`config.mk`:
```
export PLATFORM = sky130hd
export DESIGN_NAME = frx_rx_event_flags
export DESIGN_NICKNAME = d
export VERILOG_FILES = /design/src/core/frx_pkg.sv /design/src/core/frx_reg_if.sv /design/src/core/frx_flag_bank.sv /design/src/core/frx_rx_event_flags.sv /design/src/core/frx_wb_slave.sv
export SDC_FILE = /design/constraint.sdc
export NUM_CORES = 1
export LEC_CHECK = 0
export BUFFER_PORTS_ARGS = -buffer_cell sky130_fd_sc_hd__buf_4
export CAP_MARGIN = 40
export CORE_MARGIN = 5
export CORE_UTILIZATION = 50
export CTS_BUF_LIST = sky130_fd_sc_hd__clkbuf_8
export DETAILED_ROUTE_END_ITERATION = 8
export PLACE_DENSITY = 0.88
export SLEW_MARGIN = 5
export SYNTH_ARGS = -nofsm -noshare
export SYNTH_HDL_FRONTEND = slang
export SYNTH_HIERARCHICAL = 1
export SYNTH_SLANG_ARGS = --single-unit
```
`constraint.sdc`:
```
create_clock -name clk_sys -period 2.3 [get_ports clk_sys]
set_input_delay 0.46 -clock clk_sys [delete_from_list [all_inputs] [get_ports clk_sys]]
set_output_delay 0.46 -clock clk_sys [all_outputs]
set_load 0.02 [all_outputs]
```
`src/core/frx_pkg.sv`:
```
package frx_pkg;

   // register word indices; byte address is four times the index
   localparam logic [5:0] IDX_ALM_EN = 6'h03;
   localparam logic [5:0] IDX_EVT_ST = 6'h04;
   localparam logic [5:0] IDX_EVT_EN = 6'h05;
   localparam logic [5:0] IDX_ALM_ST = 6'h08;
   localparam logic [5:0] IDX_CFG = 6'h09;

   // event status / enable bit positions
   localparam int EVT_CAS_MF = 7;
   localparam int EVT_NAT = 6;
   localparam int EVT_SIG = 5;
   localparam int EVT_FALIGN = 4;
   localparam int EVT_INFRAME = 3;
   localparam int EVT_MIMIC = 2;
   localparam int EVT_SYNC = 1;
   localparam int EVT_FERR = 0;

   // alarm enable / alarm status bit positions
   localparam int ALM_BPV = 3;
   localparam int ALM_RED = 2;
   localparam int ALM_AIS = 1;
   localparam int ALM_YEL = 0;

   // configuration bit positions
   localparam int CFG_E1 = 0;

   // reset values, writable masks and the mask of used alarm status bits
   localparam logic [7:0] RST_ALM_EN = 8'h00;
   localparam logic [7:0] RST_EVT_EN = 8'h00;
   localparam logic [7:0] RST_FLAGS = 8'h00;
   localparam logic [7:0] RST_CFG = 8'h00;
   localparam logic [7:0] ALM_EN_RW = 8'h3f;
   localparam logic [7:0] ALM_ST_USED = 8'h0f;
   localparam logic [7:0] CFG_RW = 8'h01;

   typedef logic [7:0] frx_byte_t;

   // word index from a wishbone byte address
   function automatic logic [5:0] frx_word_idx(input logic [7:0] adr);
      return adr[7:2];
   endfunction

   // true when an access hits the given register
   function automatic logic frx_hit(input logic stb, input logic [5:0] idx,
                                    input logic [5:0] target);
      return stb && (idx == target);
   endfunction

endpackage

```
`src/core/frx_reg_if.sv`:
```
`timescale 1ns/1ps
interface frx_reg_if;
   import frx_pkg::*;
   logic rd;
   logic wr;
   logic [5:0] idx;
   frx_byte_t wdat;
   frx_byte_t rdat;
   modport bus (output rd, output wr, output idx, output wdat, input rdat);
   modport core (input rd, input wr, input idx, input wdat, output rdat);
endinterface

```
`src/core/frx_flag_bank.sv`:
```
`timescale 1ns/1ps
module frx_flag_bank
   import frx_pkg::*;
(
   // clock and reset
   input wire logic clk_sys,
   input wire logic srst,
   // events and clears
   input wire frx_pkg::frx_byte_t set,
   input wire logic clr_all,
   input wire frx_pkg::frx_byte_t clr_mask,
   // sticky flags
   output frx_pkg::frx_byte_t flags
);
   // set after clear, so an event in the clearing cycle survives
   always_ff @(posedge clk_sys) begin
      if (srst) begin
         flags <= RST_FLAGS;
      end else if (clr_all) begin
         flags <= set;
      end else begin
         flags <= (flags & ~clr_mask) | set;
      end
   end
endmodule

```
`src/core/frx_rx_event_flags.sv`:
```
`timescale 1ns/1ps
module frx_rx_event_flags
   import frx_pkg::*;
(
   // clock and reset
   input wire logic clk_sys,
   input wire logic srst,
   // wishbone slave
   input wire logic wb_cyc_i,
   input wire logic wb_stb_i,
   input wire logic wb_we_i,
   input wire logic [7:0] wb_adr_i,
   input wire logic [3:0] wb_sel_i,
   input wire logic [31:0] wb_dat_i,
   output logic [31:0] wb_dat_o,
   output logic wb_ack_o,
   // receive framer event pulses
   input wire logic cas_mf_change,
   input wire logic nat_bits_change,
   input wire logic sig_change,
   input wire logic falign_change,
   input wire logic inframe_change,
   input wire logic mimic_change,
   input wire logic sync_bit_err,
   input wire logic framing_err,
   // receive alarm conditions
   input wire logic bpv_pulse,
   input wire logic frame_loss,
   input wire logic ais_state,
   input wire logic yellow_state,
   // interrupt
   output logic irq
);
   import frx_pkg::*;

   frx_reg_if regs ();

   frx_byte_t alm_en;
   frx_byte_t evt_en;
   frx_byte_t cfg;
   frx_byte_t evt_set;
   frx_byte_t alm_set;
   frx_byte_t evt_flags;
   frx_byte_t alm_flags;
   frx_byte_t evt_clr;
   frx_byte_t alm_clr;
   frx_byte_t next_rdat;
   logic e1_mode;
   logic frame_loss_q;
   logic ais_q;
   logic yellow_q;
   logic evt_rd;
   logic alm_rd;
   logic next_irq;

   frx_wb_slave u_slave (
      .clk_sys(clk_sys),
      .srst(srst),
      .wb_cyc_i(wb_cyc_i),
      .wb_stb_i(wb_stb_i),
      .wb_we_i(wb_we_i),
      .wb_adr_i(wb_adr_i),
      .wb_sel_i(wb_sel_i),
      .wb_dat_i(wb_dat_i),
      .wb_dat_o(wb_dat_o),
      .wb_ack_o(wb_ack_o),
      .regs(regs)
   );

   assign e1_mode = cfg[CFG_E1];

   // control registers
   always_ff @(posedge clk_sys) begin
      if (srst) begin
         alm_en <= RST_ALM_EN;
      end else if (frx_hit(regs.wr, regs.idx, IDX_ALM_EN)) begin
         alm_en <= regs.wdat & ALM_EN_RW;
      end
   end

   always_ff @(posedge clk_sys) begin
      if (srst) begin
         evt_en <= RST_EVT_EN;
      end else if (frx_hit(regs.wr, regs.idx, IDX_EVT_EN)) begin
         evt_en <= regs.wdat;
      end
   end

   always_ff @(posedge clk_sys) begin
      if (srst) begin
         cfg <= RST_CFG;
      end else if (frx_hit(regs.wr, regs.idx, IDX_CFG)) begin
         cfg <= regs.wdat & CFG_RW;
      end
   end

   // previous alarm levels for change detection
   always_ff @(posedge clk_sys) begin
      if (srst) begin
         frame_loss_q <= 1'b0;
         ais_q <= 1'b0;
         yellow_q <= 1'b0;
      end else begin
         frame_loss_q <= frame_loss;
         ais_q <= ais_state;
         yellow_q <= yellow_state;
      end
   end

   // event sources; the E1-only bits are masked in T1 so they stay clear
   always_comb begin
      evt_set = 8'h00;
      evt_set[EVT_CAS_MF] = cas_mf_change && e1_mode;
      evt_set[EVT_NAT] = nat_bits_change && e1_mode;
      evt_set[EVT_SIG] = sig_change;
      evt_set[EVT_FALIGN] = falign_change;
      evt_set[EVT_INFRAME] = inframe_change;
      evt_set[EVT_MIMIC] = mimic_change;
      evt_set[EVT_SYNC] = sync_bit_err;
      evt_set[EVT_FERR] = framing_err;
   end

   // alarm events: a violation, the onset of frame loss, AIS and yellow changes
   always_comb begin
      alm_set = 8'h00;
      alm_set[ALM_BPV] = bpv_pulse;
      alm_set[ALM_RED] = frame_loss && !frame_loss_q;
      alm_set[ALM_AIS] = ais_state ^ ais_q;
      alm_set[ALM_YEL] = yellow_state ^ yellow_q;
   end

   // clears: a read empties the register, a write of ones clears those bits
   assign evt_rd = frx_hit(regs.rd, regs.idx, IDX_EVT_ST);
   assign alm_rd = frx_hit(regs.rd, regs.idx, IDX_ALM_ST);
   assign evt_clr = frx_hit(regs.wr, regs.idx, IDX_EVT_ST) ? regs.wdat : 8'h00;
   assign alm_clr = frx_hit(regs.wr, regs.idx, IDX_ALM_ST) ? regs.wdat : 8'h00;

   frx_flag_bank u_evt_flags (
      .clk_sys(clk_sys),
      .srst(srst),
      .set(evt_set),
      .clr_all(evt_rd),
      .clr_mask(evt_clr),
      .flags(evt_flags)
   );

   frx_flag_bank u_alm_flags (
      .clk_sys(clk_sys),
      .srst(srst),
      .set(alm_set),
      .clr_all(alm_rd),
      .clr_mask(alm_clr),
      .flags(alm_flags)
   );

   // read data; unmapped indices and reserved bits read as zero, except alarm enable bits 5:4, which read back as written
   always_comb begin
      next_rdat = 8'h00;
      if (regs.idx == IDX_ALM_EN) begin
         next_rdat = alm_en;
      end else if (regs.idx == IDX_EVT_ST) begin
         next_rdat = evt_flags;
      end else if (regs.idx == IDX_EVT_EN) begin
         next_rdat = evt_en;
      end else if (regs.idx == IDX_ALM_ST) begin
         next_rdat = alm_flags & ALM_ST_USED;
      end else if (regs.idx == IDX_CFG) begin
         next_rdat = cfg;
      end
   end
   assign regs.rdat = next_rdat;

   // registered level; one cycle late but glitch free at the pin
   assign next_irq = (|(evt_flags & evt_en)) ||
                     (|(alm_flags & alm_en & ALM_ST_USED));

   always_ff @(posedge clk_sys) begin
      if (srst) begin
         irq <= 1'b0;
      end else begin
         irq <= next_irq;
      end
   end

   // checks
   property p_bpv_irq;
      @(posedge clk_sys) disable iff (srst)
         (bpv_pulse && alm_en[ALM_BPV] && !frx_hit(regs.wr, regs.idx, IDX_ALM_EN))
         |-> ##2 irq;
   endproperty
   a_bpv_irq: assert property (p_bpv_irq) else $error("bpv did not raise irq");

   property p_red_flag;
      @(posedge clk_sys) disable iff (srst)
         (frame_loss && !frame_loss_q) |=> alm_flags[ALM_RED];
   endproperty
   a_red_flag: assert property (p_red_flag) else $error("frame loss not flagged");

   property p_ais_flag;
      @(posedge clk_sys) disable iff (srst)
         (ais_state != ais_q) |=> alm_flags[ALM_AIS];
   endproperty
   a_ais_flag: assert property (p_ais_flag) else $error("ais change not flagged");

   property p_yel_flag;
      @(posedge clk_sys) disable iff (srst)
         (yellow_state != yellow_q) |=> alm_flags[ALM_YEL];
   endproperty
   a_yel_flag: assert property (p_yel_flag) else $error("yellow change not flagged");

   property p_evt_reset;
      @(posedge clk_sys) srst |=> (evt_flags == 8'h00 && evt_en == 8'h00 && !irq);
   endproperty
   a_evt_reset: assert property (p_evt_reset) else $error("reset values wrong");

   property p_t1_cas;
      @(posedge clk_sys) disable iff (srst)
         (!e1_mode && !evt_flags[EVT_CAS_MF]) |=> !evt_flags[EVT_CAS_MF];
   endproperty
   a_t1_cas: assert property (p_t1_cas) else $error("cas flag set in t1");

   property p_e1_nat;
      @(posedge clk_sys) disable iff (srst)
         (e1_mode && nat_bits_change) |=> evt_flags[EVT_NAT];
   endproperty
   a_e1_nat: assert property (p_e1_nat) else $error("national bit change lost");

   property p_t1_nat;
      @(posedge clk_sys) disable iff (srst)
         (!e1_mode && !evt_flags[EVT_NAT]) |=> !evt_flags[EVT_NAT];
   endproperty
   a_t1_nat: assert property (p_t1_nat) else $error("national flag set in t1");

   property p_set_sticky;
      @(posedge clk_sys) disable iff (srst)
         (evt_set != 8'h00) |=> ((evt_flags & $past(evt_set)) == $past(evt_set));
   endproperty
   a_set_sticky: assert property (p_set_sticky) else $error("event flag not set");

   property p_quiet_hold;
      @(posedge clk_sys) disable iff (srst)
         (evt_set == 8'h00 && !regs.rd && !regs.wr) |=> $stable(evt_flags);
   endproperty
   a_quiet_hold: assert property (p_quiet_hold) else $error("flag moved alone");

   property p_rd_clear;
      @(posedge clk_sys) disable iff (srst)
         (evt_rd && evt_set == 8'h00) |=> (evt_flags == 8'h00);
   endproperty
   a_rd_clear: assert property (p_rd_clear) else $error("read did not clear");

   property p_alm_rd_clear;
      @(posedge clk_sys) disable iff (srst)
         (alm_rd && alm_set == 8'h00) |=> (alm_flags == 8'h00);
   endproperty
   a_alm_rd_clear: assert property (p_alm_rd_clear) else $error("alarm not cleared");

   property p_en_write;
      @(posedge clk_sys) disable iff (srst)
         frx_hit(regs.wr, regs.idx, IDX_EVT_EN) |=> (evt_en == $past(regs.wdat));
   endproperty
   a_en_write: assert property (p_en_write) else $error("enable write lost");

   property p_irq_on;
      @(posedge clk_sys) disable iff (srst)
         (|(evt_flags & evt_en)) |=> irq;
   endproperty
   a_irq_on: assert property (p_irq_on) else $error("irq missing");

   property p_irq_off;
      @(posedge clk_sys) disable iff (srst)
         ((evt_en == 8'h00) && (alm_en[3:0] == 4'h0)) [*2] |-> !irq;
   endproperty
   a_irq_off: assert property (p_irq_off) else $error("irq while disabled");

   property p_ack_once;
      @(posedge clk_sys) disable iff (srst)
         (wb_cyc_i && wb_stb_i && !wb_ack_o) |=> wb_ack_o ##1 !wb_ack_o;
   endproperty
   a_ack_once: assert property (p_ack_once) else $error("ack timing wrong");

   c_rd_clear: cover property (@(posedge clk_sys) disable iff (srst)
      evt_rd && evt_flags != 8'h00);
   c_set_wins: cover property (@(posedge clk_sys) disable iff (srst)
      evt_rd && evt_set != 8'h00);
   c_irq: cover property (@(posedge clk_sys) disable iff (srst) $rose(irq));
   c_w1c: cover property (@(posedge clk_sys) disable iff (srst)
      evt_clr != 8'h00 && evt_flags != 8'h00);
endmodule

```
`src/core/frx_wb_slave.sv`:
```
`timescale 1ns/1ps
module frx_wb_slave
   import frx_pkg::*;
(
   // clock and reset
   input wire logic clk_sys,
   input wire logic srst,
   // wishbone slave
   input wire logic wb_cyc_i,
   input wire logic wb_stb_i,
   input wire logic wb_we_i,
   input wire logic [7:0] wb_adr_i,
   input wire logic [3:0] wb_sel_i,
   input wire logic [31:0] wb_dat_i,
   output logic [31:0] wb_dat_o,
   output logic wb_ack_o,
   // register strobes toward the core
   frx_reg_if.bus regs
);
   logic req;

   // one strobe per request: ack blocks a second strobe in the ack cycle
   assign req = wb_cyc_i && wb_stb_i && !wb_ack_o;
   assign regs.rd = req && !wb_we_i;
   assign regs.wr = req && wb_we_i && wb_sel_i[0];
   assign regs.idx = frx_word_idx(wb_adr_i);
   assign regs.wdat = wb_dat_i[7:0];

   always_ff @(posedge clk_sys) begin
      if (srst) begin
         wb_ack_o <= 1'b0;
      end else begin
         wb_ack_o <= req;
      end
   end

   always_ff @(posedge clk_sys) begin
      if (srst) begin
         wb_dat_o <= 32'h0000_0000;
      end else if (regs.rd) begin
         wb_dat_o <= {24'h00_0000, regs.rdat};
      end
   end
endmodule

```
==> results.cfg, run 1 <==
[outcome]
outcome = finished clean

[timing]
fmax_ghz = 0.5085
worst_slack_ns = 0.3335
worst_pin_slew_ns = 0.4964
finClkSkew_ns = 0.008562
slew_violations = 0
setup_violations = 0
fin_setup_tns_ns = 0
hold_viol = 0
fin_crit_sh_pct = 85.50
relSlewSlack_pct = 66.76
rsz0062_at_grt = no
period_needed_ns = 1.967

[detailed_routing]
dr.pass1.iters = 5
first_iter_violations = 184
via_count = 1939
antenna_left = 0
routed_wl_mm = 5.305
drc = 0
vias_per_cell = 5.255
wl_per_cell_um = 14.38

[clock_network]
cts_tree = done
postCtsResizedCells = 0
clock-sinks = 40
clkTransAtPathRegs_ns = 0.08
cts_max_path_buffers = 2
post_cts_buffers = 0
clkLatencyLatePin_ns = 0.29
cts_hold_buf = 0
cts_made_buffers = 5
htreeDepth = 2
cts-root-buf = clkbuf_8

[setup_path]
r2r-start = u_slave/wb_ack_o
cp_max_fo = 8
crit_arrival_ns = 2.12
rr_worst_depth = 6
cp.required_ns = 2.46
path_buf_inv = 1
rrSetupSlack_ns = 0.33
slowest_stage = nor4b_4
start_kind = flop
r2r_end = u_evt_flags/flags[6]
cp-end-kind = flop
critPathTopFamily = simple AND/OR/NAND/NOR gates
critPathKind = flop to flop
slowest_delay_ns = 0.53
critical_path.cell_chain = nor3_1 -> inv_1 -> nor4b_4 -> and2_1 -> or3b_1 -> a21oi_1

[power_and_ir_drop]
p_seq_share_pct = 53.8
p_per_area_nw_per_um2 = 500.7
p_sw_share_pct = 26.36
leakagePower_nw = 1.068
peakVddDrop_mv = 0.5820
power_report.internal_total_w = 0.0009920
power_switching_w = 0.0003550
p_clk_share_pct = 32.1
p_comb_share_pct = 14.1

[die]
die_w_um = 80.64
core_area_sq_um = 4786
die_h_um = 80.64
rows = 25
die_area_sq_um = 6503
io_pins = 95
start_util_pct = 52.13

[final_layout]
final_nets = 363
syn_to_final_growth_pct = 7.823
num_antenna_cells = 0
drive_gt1_share_pct = 19.54

[synthesis]
avgSynthCellArea_sq_um = 8.879
synth_cells = 281
yosys_warnings = 6
synth_area_sq_um = 2495

[placement]
dp.final_hpwl_mm = 4.038
portBuffers = 41
dpl_worst_slack_ns = 0.1164
place_congestion = 0.8642

[global_route]
grt_pass1_wl_mm = 8.790
grt_max_degree = 55
antenna_found_initial = 0
grt.total_usage_pct = 17.22
grt_pass1_vias = 1891
grt.overflow.total = 0

[flow_run]
cap_violations = 0

[worst_hold_path]
whs_path_depth = 2
hold_path_class = input pin to flop
hold-path-endpoint = frame_loss_q
min_from = frame_loss
[worst max path at each step]
stage	start	end	cells past startpoint
global placement	wb_cyc_i	u_evt_flags/flags[1]	8
detailed placement	wb_cyc_i	u_evt_flags/flags[1]	8
CTS	u_slave/wb_ack_o	u_evt_flags/flags[1]	6
global route	u_slave/wb_ack_o	u_evt_flags/flags[1]	6
floorplan	wb_adr_i[7]	u_evt_flags/flags[0]	8
finish	u_slave/wb_ack_o	u_evt_flags/flags[6]	6
[area by class of cell]
cell class	instances	area (sq um)
Clock buffer	5	68.82
Clock inverter	2	8.758
Fill cell	486	2096
Inverter	14	52.55
Multi-Input combinational cell	196	1338
Sequential cell	40	800.8
Tap cell	67	83.83
Timing Repair Buffer	45	337.8
[cell usage in the layout, fill, tap and decap left out, types with 3 or more instances in the layout]
master,instances
and2_1,14
a31oi_1,4
mux2i_1,21
nand2_1,4
nor3_1,6
dfxtp_1,40
clkbuf_8,5
conb_1,24
inv_1,15
nand4_1,3
or3b_1,12
a221oi_1,3
nand2b_1,31
nor2_1,3
nand3b_1,6
nor4_1,3
a21oi_1,20
nor2b_1,5
o21ai_0,8
buf_4,45
a22o_1,3
nand3_1,8
[registers in the layout (all words and copies together), names as in the netlist]
signal,count
irq,1
u_alm_flags/flags,4
cfg,1
u_evt_flags/flags,8
yellow_q,1
frame_loss_q,1
u_slave/wb_dat_o,8
evt_en,8
ais_q,1
alm_en,6
u_slave/wb_ack_o,1
[through the flow]
stage	utilization [%]	hold WS [ns]	std cells	area [sq um]	power, W
after global placement	54.59	0.4475	362	2613	0.0009252
after detailed placement	54.59	0.4648	362	2613	0.0009290
after global routing	56.21	0.4115	369	2690	0.001406
final	56.21	0.3991	369	2690	0.001347
after CTS	56.21	0.4056	369	2690	0.001355
after floorplan	-	0.4491	304	2581	0.0009183
[per-layer routing]
| layer | GRT usage, % | vias to the layer above | part of all wire [%] |
|---|---|---|---|
| met5 | 0 | - | 0 |
| met4 | 4.899 | 0 | 1.4 |
| met3 | 3.812 | 10 | 9.2 |
| met2 | 28.15 | 98 | 48 |
| met1 | 22.67 | 881 | 41 |
| li1 | - | 950 | - |
[power groups by stage]
stage / sequential [W] / clock, W / combinational [W]
2_1_floorplan: 0.000735 / 0 / 0.000184
3_3_place_gp: 0.000739 / 0 / 0.000186
3_5_place_dp: 0.000740 / 0 / 0.000189
4_1_cts: 0.000724 / 0.000441 / 0.000189
5_1_grt: 0.000726 / 0.000471 / 0.000209
6_report: 0.000725 / 0.000432 / 0.000190
Power figures use the tool's default switching activity.
==> inputs of run 2 (changes only) <==
CORE_UTILIZATION = 47   (was 50)
PLACE_DENSITY = 0.87   (was 0.88)
clock period = 1.67 ns   (was 2.3 ns; I/O delays follow)
==> run 2 against run 1 <==
Maximum frequency rose by 20%. Sequential share of layout area fell by 2.5 points. Power rose by 46%. Design area rose by 9.3%. Clock power rose by 51%. Via count rose by 5.4%.
==> results.cfg, run 2 (synthesis gave the netlist of run 1 again) <==
[outcome]
outcome = finished clean

[setup_path]
crit_arrival_ns = 1.80
critPathKind = flop to flop
crit_start = u_slave/wb_ack_o
r2r-start = u_slave/wb_ack_o
cp.required_ns = 1.84
start_kind = flop
cp-end-kind = flop
cp_max_fo = 8

[worst_hold_path]
hold_path_class = input pin to flop
min_from = frame_loss

[detailed_routing]
via_count = 2044
wl_per_cell_um = 14.91
first_iter_violations = 185
drc = 0
vias_per_cell = 5.214
dr.pass1.iters = 5
routed_wl_mm = 5.846
antenna_left = 0

[placement]
portBuffers = 41
dp.final_hpwl_mm = 4.217
place_congestion = 0.9342

[final_layout]
num_antenna_cells = 0
mostFrequentLayoutCells = buf_4, dfxtp_1, nand2b_1, conb_1, mux2i_1
final_nets = 382
drive_gt1_share_pct = 30.75
final_common_cell = buf_4
largest_registers = evt_en: 8 flops, u_evt_flags/flags: 8 flops, u_slave/wb_dat_o: 8 flops
syn_to_final_growth_pct = 17.85

[die]
die_h_um = 82.86
die_area_sq_um = 6865
rows = 26
core_area_sq_um = 5140
io_pins = 95
die_w_um = 82.86
start_util_pct = 48.54

[power_and_ir_drop]
peakVddDrop_mv = 0.5290
p_per_area_nw_per_um2 = 667.9
power_switching_w = 0.0005126
power_report.internal_total_w = 0.001451
p_clk_share_pct = 33.2
leakagePower_nw = 1.185
p_comb_share_pct = 15.9
p_seq_share_pct = 50.9
p_sw_share_pct = 26.10

[global_route]
grt_max_degree = 55
grt_pass1_wl_mm = 9.404
grt_pass1_vias = 2011
antenna_found_initial = 0
grt.total_usage_pct = 16.52
grt.overflow.total = 0

[flow_run]
cap_violations = 0

[clock_network]
cts_hold_buf = 0
cts-root-buf = clkbuf_8
post_cts_buffers = 0
cts_tree = done
clkTransAtPathRegs_ns = 0.07
clkLatencyLatePin_ns = 0.29
cts_made_buffers = 5
clock-sinks = 40
htreeDepth = 2
cts_max_path_buffers = 2

[timing]
fmax_ghz = 0.6127
fin_setup_tns_ns = 0
finClkSkew_ns = 0.004789
period_needed_ns = 1.632
slew_violations = 0
rsz0062_at_grt = yes
fin_crit_sh_pct = 97.74
hold_viol = 0
hold_slack_ns = 0.2634
setup_violations = 0
## run 2: what timing repair did
action	in CTS	in global routing
endpoints found under the setup margin	8	24
pin swaps	0	19
resized for setup	2	21
## run 2: per-layer routing
metal | share of wire, % | track usage, % | up-vias
met5 | 0 | 0 | -
met4 | 2.0 | 5.349 | 0
met1 | 40 | 19.11 | 943
met3 | 9.9 | 5.743 | 14
li1 | - | - | 980
met2 | 48 | 28.43 | 107
## run 2: final cells by class
type | count | area (sq um)
Clock inverter | 2 | 10.01
Inverter | 14 | 56.30
Multi-Input combinational cell | 196 | 1398
Clock buffer | 6 | 82.58
Timing Repair Buffer | 64 | 504.2
Sequential cell | 40 | 802.0
Tap cell | 70 | 87.58
Fill cell | 460 | 2200
## run 2: metrics by stage
stage	cell area [sq um]	setup slack, ns	util [%]	cells	total power (W)
2_1_floorplan	2589	-0.09774	-	304	0.001266
3_3_place_gp	2771	-0.1721	53.92	384	0.001304
3_5_place_dp	2771	-0.1906	53.92	384	0.001309
4_1_cts	2872	0.001373	55.87	392	0.001957
5_1_grt	2940	-0.04144	57.21	392	0.002039
6_report	2940	0.03781	57.21	392	0.001964
## run 2: final timing paths
check,slack [ns],endpoint,cells past startpoint
setup / recovery,0.04,u_evt_flags/flags[1],8
hold / removal,0.26,frame_loss_q,2
hold reg to reg,0.48,u_alm_flags/flags[2],3
setup reg to reg,0.04,u_evt_flags/flags[1],8
## run 2: power groups by stage
stage,logic [W],clock network [W],registers [W]
global route,0.000337,0.000701,0.00100
CTS,0.000293,0.000667,0.000997
finish,0.000313,0.000651,0.00100
floorplan,0.000254,0,0.00101
global placement,0.000286,0,0.00102
detailed placement,0.000290,0,0.00102
## run 2: worst max-delay path, stage by stage (launching register included)
cell and delay, ns:
dfxtp_2 0.34, nor3_4 0.13, buf_6 0.13, clkinvlp_4 0.13, nor4b_4 0.31, buf_6 0.17, and2_4 0.13, or3b_4 0.12
a21oi_2 0.04
